==> src/logic/lpgd_pkg.sv <==
// Package with register map, field positions, reset values and timing constants of the LED dimmer
package lpgd_pkg;
    localparam logic [3:0] ADDR_OUTPUT_CONFIG = 4'h1;
    localparam logic [3:0] ADDR_FIRST_STAGED = 4'h2;
    localparam logic [3:0] ADDR_LAST_STAGED = 4'h8;
    localparam int STAGED_COUNT = 7;
    localparam logic [2:0] IDX_GROUP_DUTY = 3'h4;
    localparam logic [2:0] IDX_GROUP_PERIOD = 3'h5;
    localparam logic [2:0] IDX_OUTPUT_STATE = 3'h6;
    localparam int CHANNELS = 4;

    localparam int BIT_GROUP_BLINK = 5;
    localparam int BIT_OUTPUT_INVERT = 4;
    localparam int BIT_UPDATE_ON_ACK = 3;
    localparam int BIT_TOTEM_POLE = 2;
    localparam logic [7:0] CONFIG_WRITE_MASK = 8'h3f;

    localparam logic [7:0] CONFIG_RESET = 8'h01;
    localparam logic [7:0] DUTY_RESET = 8'h00;
    localparam logic [7:0] GROUP_DUTY_RESET = 8'hff;
    localparam logic [7:0] GROUP_PERIOD_RESET = 8'h00;
    localparam logic [7:0] OUTPUT_STATE_RESET = 8'h00;

    localparam logic [1:0] STATE_OFF = 2'h0;
    localparam logic [1:0] STATE_FULL_ON = 2'h1;
    localparam logic [1:0] STATE_INDIVIDUAL = 2'h2;
    localparam logic [1:0] STATE_GROUP = 2'h3;

    localparam logic [7:0] FAST_BLINK_LIMIT = 8'h04;

    localparam int CLK_HZ = 200000000;
    localparam int PWM_STEPS = 256;
    localparam int FAST_PWM_HZ = 6250;
    localparam int GROUP_DIM_HZ = 190;
    localparam int BLINK_BASE_HZ = 24;
    localparam int FAST_STEP_CYC = CLK_HZ / (FAST_PWM_HZ * PWM_STEPS);
    localparam int DIM_STEP_CYC = CLK_HZ / (GROUP_DIM_HZ * PWM_STEPS);
    localparam int BLINK_BASE_CYC = CLK_HZ / (BLINK_BASE_HZ * PWM_STEPS);
endpackage

==> src/logic/lpgd_timing_if.sv <==
// Interface carrying the shared PWM phases and group level to the channel logic
`timescale 1ns/100ps
`default_nettype none
interface lpgd_timing_if;
    logic [7:0] fast_phase;
    logic [7:0] slow_phase;
    logic group_on;
    logic group_blink;
    modport src (output fast_phase, output slow_phase, output group_on, output group_blink);
    modport dst (input fast_phase, input slow_phase, input group_on, input group_blink);
endinterface
`default_nettype wire

==> src/logic/lpgd_chan.sv <==
// One LED channel: selects its level from state code, duty and the shared group level
`timescale 1ns/100ps
`default_nettype none
module lpgd_chan (
    // Shared timing
    lpgd_timing_if.dst tim,
    // Channel settings
    input wire logic [1:0] state_code,
    input wire logic [7:0] duty,
    // Channel level, high while the LED is lit
    output logic led_on
);
    wire logic slow_pwm;
    wire logic fast_pwm;
    wire logic group_pwm;

    assign slow_pwm = tim.slow_phase < duty;
    assign fast_pwm = tim.fast_phase < {duty[7:2], 2'b00};
    assign group_pwm = (tim.group_blink ? slow_pwm : fast_pwm) & tim.group_on;

    always_comb
    begin
        case (state_code)
            lpgd_pkg::STATE_OFF: led_on = 1'b0;
            lpgd_pkg::STATE_FULL_ON: led_on = 1'b1;
            lpgd_pkg::STATE_INDIVIDUAL: led_on = slow_pwm;
            lpgd_pkg::STATE_GROUP: led_on = group_pwm;
            default: led_on = 1'b0;
        endcase
    end
endmodule
`default_nettype wire

==> src/logic/lpgd_top.sv <==
// Four-channel LED brightness generator with group dimming and blinking
// Functional notes
// Config bit 5 clear dims the group, set blinks it using the group registers.
// Config bit 4 set inverts the level driven on every LED output.
// Config bit 3 clear applies new settings at STOP, set applies at byte acknowledge.
// The STOP-or-ACK staging covers only registers 02h through 08h.
// Config bit 2 clear makes outputs open-drain, set makes them totem-pole.
// State code 10 gives a 1.5625 kHz PWM with duty equal to value over 256.
// Group dimming runs channel PWM at 6.25 kHz using the six upper duty bits.
// Group blinking runs channel PWM at 1.5625 kHz using all eight duty bits.
// Group dimming adds a 190 Hz group PWM and ignores the group period register.
// Dimming group duty uses the upper four bits followed by four zeros, over 256.
// Blinking uses group duty as on/off ratio and group period as blink period.
// Fast blink range uses the six upper group duty bits.
// Slow blink range uses all eight group duty bits.
// Only channels with state code 11 follow the group controller.
// State code 00 off, 01 fully on, 10 individual PWM, 11 individual plus group.
// Blink period is group period value plus one, divided by 24, in seconds.
// Group period values 0 to 3 are the fast blink range, 4 and above slow.
`timescale 1ns/100ps
`default_nettype none
module lpgd_top #(
    parameter int DIM_STEP_CYC = lpgd_pkg::DIM_STEP_CYC,
    parameter int BLINK_BASE_CYC = lpgd_pkg::BLINK_BASE_CYC
) (
    // Clock and reset
    input wire logic core_clk,
    input wire logic rst,
    // Register writes from the bus byte engine, same clock domain
    input wire logic wr_strobe,
    input wire logic [3:0] wr_addr,
    input wire logic [7:0] wr_data,
    input wire logic bus_stop,
    // Register reads
    input wire logic [3:0] rd_addr,
    output logic [7:0] rd_data,
    // LED pins, output value and output enable
    output logic [3:0] led_out,
    output logic [3:0] led_oe
);
    // Decodes a register number inside the staged window
    function automatic logic is_staged(input logic [3:0] addr);
        is_staged = (addr >= lpgd_pkg::ADDR_FIRST_STAGED) && (addr <= lpgd_pkg::ADDR_LAST_STAGED);
    endfunction

    // Decodes the output configuration register number
    function automatic logic is_config(input logic [3:0] addr);
        is_config = addr == lpgd_pkg::ADDR_OUTPUT_CONFIG;
    endfunction

    // Position of a staged register in the written and working copies
    function automatic logic [2:0] staged_index(input logic [3:0] addr);
        staged_index = 3'(addr - lpgd_pkg::ADDR_FIRST_STAGED);
    endfunction

    // Reset value of a staged register by its index
    function automatic logic [7:0] staged_reset(input int idx);
        if (idx == int'(lpgd_pkg::IDX_GROUP_DUTY))
        begin
            staged_reset = lpgd_pkg::GROUP_DUTY_RESET;
        end
        else if (idx == int'(lpgd_pkg::IDX_GROUP_PERIOD))
        begin
            staged_reset = lpgd_pkg::GROUP_PERIOD_RESET;
        end
        else if (idx == int'(lpgd_pkg::IDX_OUTPUT_STATE))
        begin
            staged_reset = lpgd_pkg::OUTPUT_STATE_RESET;
        end
        else
        begin
            staged_reset = lpgd_pkg::DUTY_RESET;
        end
    endfunction

    lpgd_timing_if tim ();

    // Register state
    logic [7:0] config_ff;
    logic [7:0] nxt_config;
    logic [7:0] shadow_ff [lpgd_pkg::STAGED_COUNT];
    logic [7:0] active_ff [lpgd_pkg::STAGED_COUNT];
    logic [7:0] rd_data_ff;
    logic [7:0] nxt_rd_data;

    // Decode of the write and read paths
    wire logic wr_config;
    wire logic wr_staged;
    wire logic [2:0] wr_idx;
    wire logic rd_config;
    wire logic rd_staged;
    wire logic [2:0] rd_idx;
    wire logic apply_on_ack;
    wire logic apply_now;

    assign wr_config = wr_strobe && is_config(wr_addr);
    assign wr_staged = wr_strobe && is_staged(wr_addr);
    assign wr_idx = staged_index(wr_addr);
    assign rd_config = is_config(rd_addr);
    assign rd_staged = is_staged(rd_addr);
    assign rd_idx = staged_index(rd_addr);
    assign apply_on_ack = config_ff[lpgd_pkg::BIT_UPDATE_ON_ACK];
    // The whole working copy loads at once, so with config bit 3 clear the pins never show half of a new staged setting
    assign apply_now = bus_stop || (wr_staged && apply_on_ack);
    // Config takes effect at once; only the staged registers wait for STOP or ACK
    assign nxt_config = wr_config ? (wr_data & lpgd_pkg::CONFIG_WRITE_MASK) : config_ff;

    always_ff @(posedge core_clk or posedge rst)
    begin
        if (rst)
        begin
            config_ff <= lpgd_pkg::CONFIG_RESET;
        end
        else
        begin
            config_ff <= nxt_config;
        end
    end

    // Staged registers: written value held, copied to the working copy at STOP or ACK
    genvar gi;
    generate
        for (gi = 0; gi < lpgd_pkg::STAGED_COUNT; gi++)
        begin : g_staged
            // Reset value fixed at elaboration, so the reset branch loads a constant
            localparam logic [7:0] RESET_VAL = staged_reset(gi);
            wire logic hit;
            wire logic [7:0] nxt_shadow;
            wire logic [7:0] nxt_active;

            assign hit = wr_staged && (wr_idx == 3'(gi));
            assign nxt_shadow = hit ? wr_data : shadow_ff[gi];
            // A write in the same cycle as STOP is carried into the working copy
            assign nxt_active = apply_now ? nxt_shadow : active_ff[gi];

            always_ff @(posedge core_clk or posedge rst)
            begin
                if (rst)
                begin
                    shadow_ff[gi] <= RESET_VAL;
                    active_ff[gi] <= RESET_VAL;
                end
                else
                begin
                    shadow_ff[gi] <= nxt_shadow;
                    active_ff[gi] <= nxt_active;
                end
            end
        end
    endgenerate

    // Read path returns the last written values, so software sees its own write before STOP
    // Unmapped register numbers read as zero
    always_comb
    begin
        nxt_rd_data = 8'h00;
        if (rd_config)
        begin
            nxt_rd_data = config_ff;
        end
        else if (rd_staged)
        begin
            nxt_rd_data = shadow_ff[rd_idx];
        end
    end

    always_ff @(posedge core_clk or posedge rst)
    begin
        if (rst)
        begin
            rd_data_ff <= 8'h00;
        end
        else
        begin
            rd_data_ff <= nxt_rd_data;
        end
    end

    assign rd_data = rd_data_ff;

    // Working settings
    wire logic group_blink;
    wire logic invert;
    wire logic totem;
    wire logic [7:0] group_duty;
    wire logic [7:0] group_period;
    wire logic [7:0] output_state;

    assign group_blink = config_ff[lpgd_pkg::BIT_GROUP_BLINK];
    assign invert = config_ff[lpgd_pkg::BIT_OUTPUT_INVERT];
    assign totem = config_ff[lpgd_pkg::BIT_TOTEM_POLE];
    assign group_duty = active_ff[lpgd_pkg::IDX_GROUP_DUTY];
    assign group_period = active_ff[lpgd_pkg::IDX_GROUP_PERIOD];
    assign output_state = active_ff[lpgd_pkg::IDX_OUTPUT_STATE];

    // Channel PWM timebase: 6.25 kHz phase from the low bits, 1.5625 kHz from the high bits
    logic [15:0] fast_div_ff;
    logic [9:0] chan_cnt_ff;
    wire logic fast_tick;
    wire logic [15:0] nxt_fast_div;
    wire logic [9:0] nxt_chan_cnt;

    assign fast_tick = fast_div_ff == 16'(lpgd_pkg::FAST_STEP_CYC - 1);
    assign nxt_fast_div = fast_tick ? 16'h0000 : 16'(fast_div_ff + 16'h0001);
    assign nxt_chan_cnt = fast_tick ? 10'(chan_cnt_ff + 10'h001) : chan_cnt_ff;

    always_ff @(posedge core_clk or posedge rst)
    begin
        if (rst)
        begin
            fast_div_ff <= 16'h0000;
            chan_cnt_ff <= 10'h000;
        end
        else
        begin
            fast_div_ff <= nxt_fast_div;
            chan_cnt_ff <= nxt_chan_cnt;
        end
    end

    assign tim.fast_phase = chan_cnt_ff[7:0];
    assign tim.slow_phase = chan_cnt_ff[9:2];

    // Group dimming timebase at 190 Hz
    // Group timebases free-run; a new setting takes hold at the next phase compare
    logic [15:0] dim_div_ff;
    logic [7:0] dim_phase_ff;
    wire logic dim_tick;
    wire logic [15:0] nxt_dim_div;
    wire logic [7:0] nxt_dim_phase;

    assign dim_tick = dim_div_ff >= 16'(DIM_STEP_CYC - 1);
    assign nxt_dim_div = dim_tick ? 16'h0000 : 16'(dim_div_ff + 16'h0001);
    assign nxt_dim_phase = dim_tick ? 8'(dim_phase_ff + 8'h01) : dim_phase_ff;

    always_ff @(posedge core_clk or posedge rst)
    begin
        if (rst)
        begin
            dim_div_ff <= 16'h0000;
            dim_phase_ff <= 8'h00;
        end
        else
        begin
            dim_div_ff <= nxt_dim_div;
            dim_phase_ff <= nxt_dim_phase;
        end
    end

    // Blink timebase: one phase step per (period value + 1) base steps of 1/(24*256) s
    logic [15:0] blink_div_ff;
    logic [7:0] blink_sub_ff;
    logic [7:0] blink_phase_ff;
    wire logic blink_base_tick;
    wire logic blink_step;
    wire logic [15:0] nxt_blink_div;
    wire logic [7:0] nxt_blink_sub;
    wire logic [7:0] nxt_blink_phase;

    assign blink_base_tick = blink_div_ff >= 16'(BLINK_BASE_CYC - 1);
    assign blink_step = blink_base_tick && (blink_sub_ff >= group_period);
    assign nxt_blink_div = blink_base_tick ? 16'h0000 : 16'(blink_div_ff + 16'h0001);
    assign nxt_blink_sub = blink_step ? 8'h00 : (blink_base_tick ? 8'(blink_sub_ff + 8'h01) : blink_sub_ff);
    assign nxt_blink_phase = blink_step ? 8'(blink_phase_ff + 8'h01) : blink_phase_ff;

    always_ff @(posedge core_clk or posedge rst)
    begin
        if (rst)
        begin
            blink_div_ff <= 16'h0000;
            blink_sub_ff <= 8'h00;
            blink_phase_ff <= 8'h00;
        end
        else
        begin
            blink_div_ff <= nxt_blink_div;
            blink_sub_ff <= nxt_blink_sub;
            blink_phase_ff <= nxt_blink_phase;
        end
    end

    // Group level: each threshold keeps only the duty bits that its range resolves
    wire logic fast_blink;
    wire logic [7:0] dim_threshold;
    wire logic [7:0] fine_threshold;
    wire logic [7:0] blink_threshold;
    wire logic dim_on;
    wire logic blink_on;

    assign fast_blink = group_period < lpgd_pkg::FAST_BLINK_LIMIT;
    assign dim_threshold = {group_duty[7:4], 4'h0};
    assign fine_threshold = {group_duty[7:2], 2'b00};
    assign blink_threshold = fast_blink ? fine_threshold : group_duty;
    assign dim_on = dim_phase_ff < dim_threshold;
    assign blink_on = blink_phase_ff < blink_threshold;
    assign tim.group_on = group_blink ? blink_on : dim_on;
    assign tim.group_blink = group_blink;

    // Channels share one timebase, so all LEDs switch in phase
    wire logic [3:0] led_on;

    generate
        for (gi = 0; gi < lpgd_pkg::CHANNELS; gi++)
        begin : g_chan
            lpgd_chan u_chan (
                .tim(tim),
                .state_code(output_state[2 * gi + 1 -: 2]),
                .duty(active_ff[gi]),
                .led_on(led_on[gi])
            );
        end
    endgenerate

    // Pin drive: lit LED pulls the pin low unless inverted
    // A dark LED in open-drain mode releases its pin to the pull-up, but pulls it low when inverted
    logic [3:0] led_out_ff;
    logic [3:0] led_oe_ff;
    wire logic [3:0] pin_level;
    wire logic [3:0] nxt_led_out;
    wire logic [3:0] nxt_led_oe;

    assign pin_level = ~(led_on ^ {4{invert}});
    assign nxt_led_out = totem ? pin_level : 4'h0;
    assign nxt_led_oe = totem ? 4'hf : ~pin_level;

    always_ff @(posedge core_clk or posedge rst)
    begin
        if (rst)
        begin
            led_out_ff <= 4'h0;
            led_oe_ff <= 4'h0;
        end
        else
        begin
            led_out_ff <= nxt_led_out;
            led_oe_ff <= nxt_led_oe;
        end
    end

    assign led_out = led_out_ff;
    assign led_oe = led_oe_ff;
endmodule
`default_nettype wire

==> config.mk <==
export PLATFORM = sky130hd
export DESIGN_NAME = lpgd_top
export DESIGN_NICKNAME = d
export VERILOG_FILES = /design/src/logic/lpgd_pkg.sv /design/src/logic/lpgd_timing_if.sv /design/src/logic/lpgd_chan.sv /design/src/logic/lpgd_top.sv
export SDC_FILE = /design/constraint.sdc
export NUM_CORES = 1
export LEC_CHECK = 0
export BUFFER_PORTS_ARGS = -buffer_cell sky130_fd_sc_hd__buf_2
export CAP_MARGIN = 0
export CORE_AREA = 5 5 168 170
export DETAILED_ROUTE_END_ITERATION = 8
export DIE_AREA = 0 0 173 175
export PLACE_DENSITY = 0.61
export SYNTH_ARGS = -nofsm -noshare
export SYNTH_HDL_FRONTEND = slang
export SYNTH_SLANG_ARGS = --single-unit
==> constraint.sdc <==
create_clock -name core_clk -period 19.5 [get_ports core_clk]
set_input_delay 3.9 -clock core_clk [delete_from_list [all_inputs] [get_ports core_clk]]
set_output_delay 3.9 -clock core_clk [all_outputs]
set_load 0.01 [all_outputs]
==> metrics.md, run 1 <==
| Metric | Value |
|---|---|
| NumNets Final | 1069 |
| Post-CTS Resized | 0 |
| Core ar. | 26580 um2 |
| Setup TNS | 0 ps |
| Final Util | 0.4642 |
| Async set-reset flop share out of synthesis | 1.000 |
| Seq cells post-synth | 216 |
| Initial antenna violation count | 2 |
| Worst Hold Path Cells | 1 |
| Routed wire length | roughly 24000 um |
| Syn Area/Cell | 11.83 um2 |
| Cells after Synth | 928 |
| Footprint of the multi-input gates | 5204 um2 |
| Gr ovfl total | 0 |
| Slew @ Worst Pin | 1015 ps |
| Crit share post-route | 0.3095 |
| Hold path startpoint | dim_phase_ff[3] |
| DR vias | between 7000 and 8000 |
| CTS root buf | clkbuf_16 |
| Vias per cell | 5.284 |
| DPL Wire Length | 17160 um |
| Lkg Pwr | 5.859 nW |
| Tmin final | 6035 ps |
| Worst reg-to-reg path cell count | 10 |
| RSZ-0062 raised after global routing | no |
| Max Cap Viol | 0 |
| DR WL/cell | 18.45 um |
| Die H | ~180 um |
| WP data arrival | 6440 ps |
| First-pass GRT wire length | 40450 um |
| Synth cell types | 61 |
| Most frequent cells in the layout | dfrtp_1, mux2_2, ha_1 |
| Final Max Tran Viols | 0 |
| TritonCTS Buffers | 24 |
| Worst Hold Endpoint | dim_phase_ff[3] |
| GRT Resource Usage Total | 0.1634 |
| Min-Delay Path Class | reg2reg |
| DIE WIDTH | 173 um |
| Pwr per Cell Area | roughly 120 nW/um2 |
| Placement row count | 60 |
| Critical path type | in2reg |
| Layout cell share with drive strength beyond 1 | 0.2396 |
| Outcome | completed |
| Worst Path Required | 19900 ps |
| ANT nets after route | 0 |
| H-tree depth | 1 |
| Clock Skew | 16.67 ps |
| Die ar. | 30280 um2 |
| Reg clk slew, reported paths | 60 ps |
| Worst reg-to-reg setup slack | between 15000 and 20000 ps |
| Routability cong. | 0.7980 |
| Post-synth EDFFs | 0 |
| Post-synthesis sequential area ratio | 0.4943 |
| Setup crit end kind | register |
| Synth Cell Area | 10980 um2 |
| First-pass DRT Iterations | 5 |
| Clk Latency, worst-skew pair | between 500 and 600 ps |
| Starting DRT DRC Count | 438 |
| Final hold viol count | 0 |
| Top FF cell, synth | dfrtp_1 |
| Worst vdd ir | approximately 0.063 mV |
| Setup crit start kind | input pin |
| Setup repair bufs after CTS | 0 |
| Initial core utilization | 0.4131 |
| Synth Warn # | 0 |
| Fill cells | 2420 |
| CTS Buffer Depth | 3 |
| Crit path max fanout | 24 |
| Hold-fix buffer count after cts | 0 |
| # DRC | 0 |
| # diodes | 0 |
| Commonest non-fill, non-tap cell in the layout | dfrtp_1 |
| Num Clock Sinks | 216 |
| FF/Latch Area | 5426 um2 |
| I/O Buffers | 35 |
| Max-slew headroom | 0.3230 |
| Achievable frequency | 165.7 MHz |
| FF-to-FF Start | group_period[2] |
| Area Overhead vs Synth | 12.37% |
| Setup violations, final | 0 |
| R2r endpoint | led_oe[0] |
| Largest net degree at the start of global routing | 91 |
| TritonCTS clock tree | built |
| Vias in the first global route | 7338 |
| Top-Level Pins | 36 |
cells in the mapped netlist (all sizes together) (16+ instances only):
cell type    n  area [um2]
dfrtp      199        4980
xnor2       31       271.5
nand4       20       125.1
buf         18       93.84
ha          77       963.4
inv         64       240.2
nor3        16       90.09
mux2       122        1464
nand3       32       185.2
dfstp       17       446.7
o21ai       25       125.1
xor2        33       289.0
nor2        76       287.8
and3        18       112.6
nand2       38       145.1
a21oi       20       100.1
final cells by class:
type	count	share of cell area
timing repair buffer	40	0.01724
inverter	64	0.02008
tap	341	0.03459
clock buffer	33	0.05558
clock inverter	6	0.01075
sequential	216	0.4399
multi-input combinational	626	0.4218
sequential cells by signal, indices dropped and copies added (netlist names), 10 cells and up:
signal        count
dim_div_ff       16
blink_div_ff     16
chan_cnt_ff      10
active_ff        32
shadow_ff        56
fast_div_ff      16
critical path, cell delays in order:
cell	delay (ps)
buf_2	240
inv_1	290
ha_1	1060
mux4_2	600
nand2_1	80
o21ai_0	70
a22o_1	180
how the worst max path moves through the flow:
stage / start / endpoint / cells after the start
2_1_floorplan: rst / active_ff[24] / 1
3_3_place_gp: rd_addr[1] / rd_data[4] / 7
3_5_place_dp: rd_addr[1] / rd_data[4] / 7
4_1_cts: rd_addr[1] / rd_data[4] / 7
5_1_grt: rd_addr[1] / rd_data[4] / 7
6_report: rd_addr[1] / rd_data[4] / 7
report_power, final:
part | total, mW | internal (mW) | switching [mW] | leakage, nW
logic | 0.351 | 0.176 | 0.175 | 2.75
clock network | 0.473 | 0.296 | 0.177 | 0.396
registers | 0.649 | 0.563 | 0.0859 | 2.71
cells by family (layout without fill, tap and decap cells):
kind of cell | count (synthesis) | in the layout | share of synthesized area
DFF | 216 | 216 | 0.4943
AOI/OAI and AO/OA | 103 | 103 | 0.06405
adders and majority gates | 77 | 77 | 0.08776
other | 1 | 4 | 0.0003416
and+or+nand+nor | 240 | 240 | 0.1126
buffers and inverters | 89 | 143 | 0.03282
xor gates and xnor gates | 64 | 64 | 0.05106
muxes | 138 | 138 | 0.1571
metrics by stage:
stage | cells | hold WS [ps] | total power [mW] | cell area (um2) | setup WS, ps
detailed placement | 1287 | 459.1 | 1.010 | 11520 | 12960
CTS | 1326 | 471.0 | 1.493 | 12340 | 13510
finish | 1326 | 470.5 | 1.473 | 12340 | 13470
global placement | 1287 | 459.0 | 0.9969 | 11520 | 12990
floorplan | 931 | 438.2 | 0.8889 | 10990 | 9720
global route | 1326 | 486.5 | 1.564 | 12340 | 13300
layer usage:
metal / up-vias / wire, um / track usage
met4: 4 / 742 / 0.04756
li1: 3381 / - / -
met1: 3469 / 11230 / 0.2181
met3: 45 / 872 / 0.02899
met5: - / 27 / 0
met2: 108 / 11590 / 0.2745
(Power assumes the default switching activity.)
==> inputs of run 2 (changes only) <==
--- a/config.mk
+++ b/config.mk
@@ -10,7 +10,7 @@
 export CORE_AREA = 5 5 168 170
 export DETAILED_ROUTE_END_ITERATION = 8
 export DIE_AREA = 0 0 173 175
-export PLACE_DENSITY = 0.61
+export PLACE_DENSITY = 0.63
 export SYNTH_ARGS = -nofsm -noshare
 export SYNTH_HDL_FRONTEND = slang
 export SYNTH_SLANG_ARGS = --single-unit
==> constraint.sdc (replaced) <==
create_clock -name core_clk -period 4.9 [get_ports core_clk]
set_input_delay 0.98 -clock core_clk [delete_from_list [all_inputs] [get_ports core_clk]]
set_output_delay 0.98 -clock core_clk [all_outputs]
set_load 0.01 [all_outputs]
==> run 2 against run 1 <==
Against the previous run:
- register-to-register slack got worse by 15000 ps
- critical path type unchanged
- critical endpoint is now group_duty[5]
- die area did not move
- first-iteration DRC count rose by 21%
- global-route usage fell by 0.37 points
==> metrics.md, run 2 (synthesized netlist as in run 1, its figures left out) <==
| Metric | Value |
|---|---|
| Achievable frequency | 351.5 MHz |
| First-pass DRT Iterations | 4 (-1) |
| Largest net degree at the start of global routing | 158 (+74%) |
| Vias in the first global route | 7158 (-2.5%) |
| Commonest non-fill, non-tap cell in the layout | dfrtp_1 |
| Stages on worst setup path | 10 (+3) |
| Crit path max fanout | 8 (-67%) |
| Final Util | 0.4695 (+0.005368) |
| Cell Chain, Critical Path | buf_2 -> inv_1 -> ha_1 -> inv_1 -> o21ai_1 -> o311a_2 -> nand2b_2 -> nor3_2 -> mux2_2 -> mux2_1 |
| H-tree depth | 1 (unchanged) |
| Max-slew headroom | 0.3456 (+0.02261) |
| Hold-fix buffer count after cts | 0 (unchanged) |
| WP data arrival | 3290 ps (-3150 ps) |
| Most frequent cells in the layout | dfrtp_1, mux2_2, ha_1 |
| Worst vdd ir | 0.2019 mV (+220%) |
| CTS root buf | clkbuf_16 |
| Post-CTS Resized | 0 (unchanged) |
| Finished Cell Area | 12480 um2 (+1.2%) |
| Critical path buffers and inverters | 3 (+1) |
| First-pass GRT wire length | 39490 um (-2.4%) |
| Core ar. | 26580 um2 (unchanged) |
| Area Overhead vs Synth | 13.67% |
| # DRC | 0 (unchanged) |
| Largest regs | shadow_ff: 56 flops, active_ff: 32 flops |
| Outcome | completed |
| Worst setup margin | 2055 ps (-11410 ps) |
| Setup crit end kind | register |
| Placement row count | 60 (unchanged) |
| Setup crit start kind | input pin |
| CTS Buffer Depth | 3 (unchanged) |
| Initial core utilization | 0.4131 (unchanged) |
| R2r endpoint | led_oe[1] |
| Initial antenna violation count | 0 (-2) |
| Setup repair bufs after CTS | 0 (unchanged) |
| Num Clock Sinks | 216 (unchanged) |
| Starting DRT DRC Count | 528 (+21%) |
| DR vias | 7006 (-0.014%) |
| DPL Wire Length | 16610 um (-3.2%) |
| Place WS | 1465 ps (-11490 ps) |
| Slowest cell delay on critical path | 590 ps (-470 ps) |
| Setup violations, final | 0 (unchanged) |
| TritonCTS Buffers | 26 (+8.3%) |
| Layout cell share with drive strength beyond 1 | 0.2505 (+0.01091) |
| Lkg Pwr | 5.931 nW (+1.2%) |
| Max reg flops | 56 (unchanged) |
| Slowest-stage cell, CP | nor3_2 |
| FF-to-FF Start | group_period[3] |
| Post-DP Area | 11530 um2 (about the same) |
| NumNets Final | 1071 (+0.19%) |
| Crit path max-delay family | multiplexers |
| Min-Delay Path Class | reg2reg |
| Gr ovfl total | 0 (unchanged) |
| Fill cells | 2467 (+1.9%) |
| Die ar. | 30280 um2 (unchanged) |
| Worst reg-to-reg setup slack | 2110 ps (-14590 ps) |
| Final Max Tran Viols | 0 (unchanged) |
| Crit share post-route | 0.5805 |
| Critical path capture point | group_duty[5] |
| Final hold viol count | 0 (unchanged) |
| Max Cap Viol | 0 (unchanged) |
| Clk Latency, worst-skew pair | 530 ps (about the same) |
| Worst Path Required | 5350 ps (-14550 ps) |
| DIE WIDTH | 173 um (unchanged) |
| Reg clk slew, reported paths | 60 ps (about the same) |
| # diodes | 0 (unchanged) |
| Worst reg-to-reg path cell count | 10 (unchanged) |
| Tmin final | 2845 ps |
| Slew @ Worst Pin | 981.5 ps (-33.92 ps) |
| Footprint of the multi-input gates | 5204 um2 (unchanged) |
| Worst Setup SP | wr_addr[1] |
| Routed wire length | 23750 um (-2.9%) |
| TritonCTS clock tree | built |
| Most flops, register | shadow_ff |
| GRT Resource Usage Total | 0.1598 (-0.003660) |
| Setup TNS | 0 ps (unchanged) |
| Top-Level Pins | 36 (unchanged) |
| RSZ-0062 raised after global routing | no |
| Pwr per Cell Area | 484.0 nW/um2 (+310%) |
| Routability cong. | 0.8198 (+2.7%) |
| FF/Latch Area | 5426 um2 (unchanged) |
| ANT nets after route | 0 (unchanged) |
| DR WL/cell | 17.79 um (-3.6%) |
| Most frequent CP cell | inv_1 |
| Clock Skew | 13.22 ps (-3.446 ps) |
| I/O Buffers | 35 (unchanged) |
| Vias per cell | 5.248 (-0.69%) |
| Critical path type | in2reg |
| Die H | 175 um (unchanged) |
==> run 2: changes by cell type in the layout (fill, tap and decap cells not counted), sizes merged <==
cell / delta
bufinv: -1
clkinvlp: +1
clkinv: +5
clkbuf: +5
inv: -1
==> run 2: worst reg2reg max path, stage by stage (launching register included) <==
cell and delay, ps:
dfrtp_1 400, nor4_1 440, nand2_1 100, nand2_1 80
ha_1 220, o21ai_0 80, a31oi_1 130, o32a_1 270
o221ai_1 490, xor2_1 160, or2_2 300
==> run 2: cell type report <==
type	count	area share
inverter	64	0.01955
clock buffer	38	0.06457
multi-input combinational	626	0.4170
clock inverter	10	0.01173
timing repair buffer	40	0.01805
sequential	216	0.4349
tap	341	0.03419
==> run 2: report_power, final <==
part / total (mW) / internal, mW / switching, mW
Combinational: 1.41 / 0.700 / 0.710
Sequential: 2.57 / 2.24 / 0.328
Clock: 2.06 / 1.30 / 0.764
==> run 2: metrics by stage <==
stage | instances | total power, mW | hold slack (ps)
finish | 1335 | 6.039 | 471.4
global placement | 1287 | 3.961 | 453.8
global route | 1335 | 6.407 | 486.3
CTS | 1335 | 6.101 | 475.5
detailed placement | 1287 | 4.000 | 463.2
floorplan | 931 | 3.538 | 438.2
==> run 2: layer usage <==
layer / global-route usage / share of wire
met2: 0.2463 / 0.44
met3: 0.03051 / 0.038
met1: 0.2335 / 0.50
met5: 0 / 0
met4: 0.03957 / 0.022
==> run 2: worst min-delay path by stage <==
| stage | from | endpoint | slack (ps) | depth (start not counted) |
|---|---|---|---|---|
| after floorplan | dim_phase_ff[3] | dim_phase_ff[3] | 440 | 1 |
| after global placement | dim_phase_ff[3] | dim_phase_ff[3] | 450 | 1 |
| after detailed placement | dim_phase_ff[3] | dim_phase_ff[3] | 460 | 1 |
| after CTS | dim_phase_ff[3] | dim_phase_ff[3] | 480 | 1 |
| after global routing | dim_phase_ff[3] | dim_phase_ff[3] | 490 | 1 |
| final | dim_phase_ff[7] | dim_phase_ff[7] | 470 | 1 |
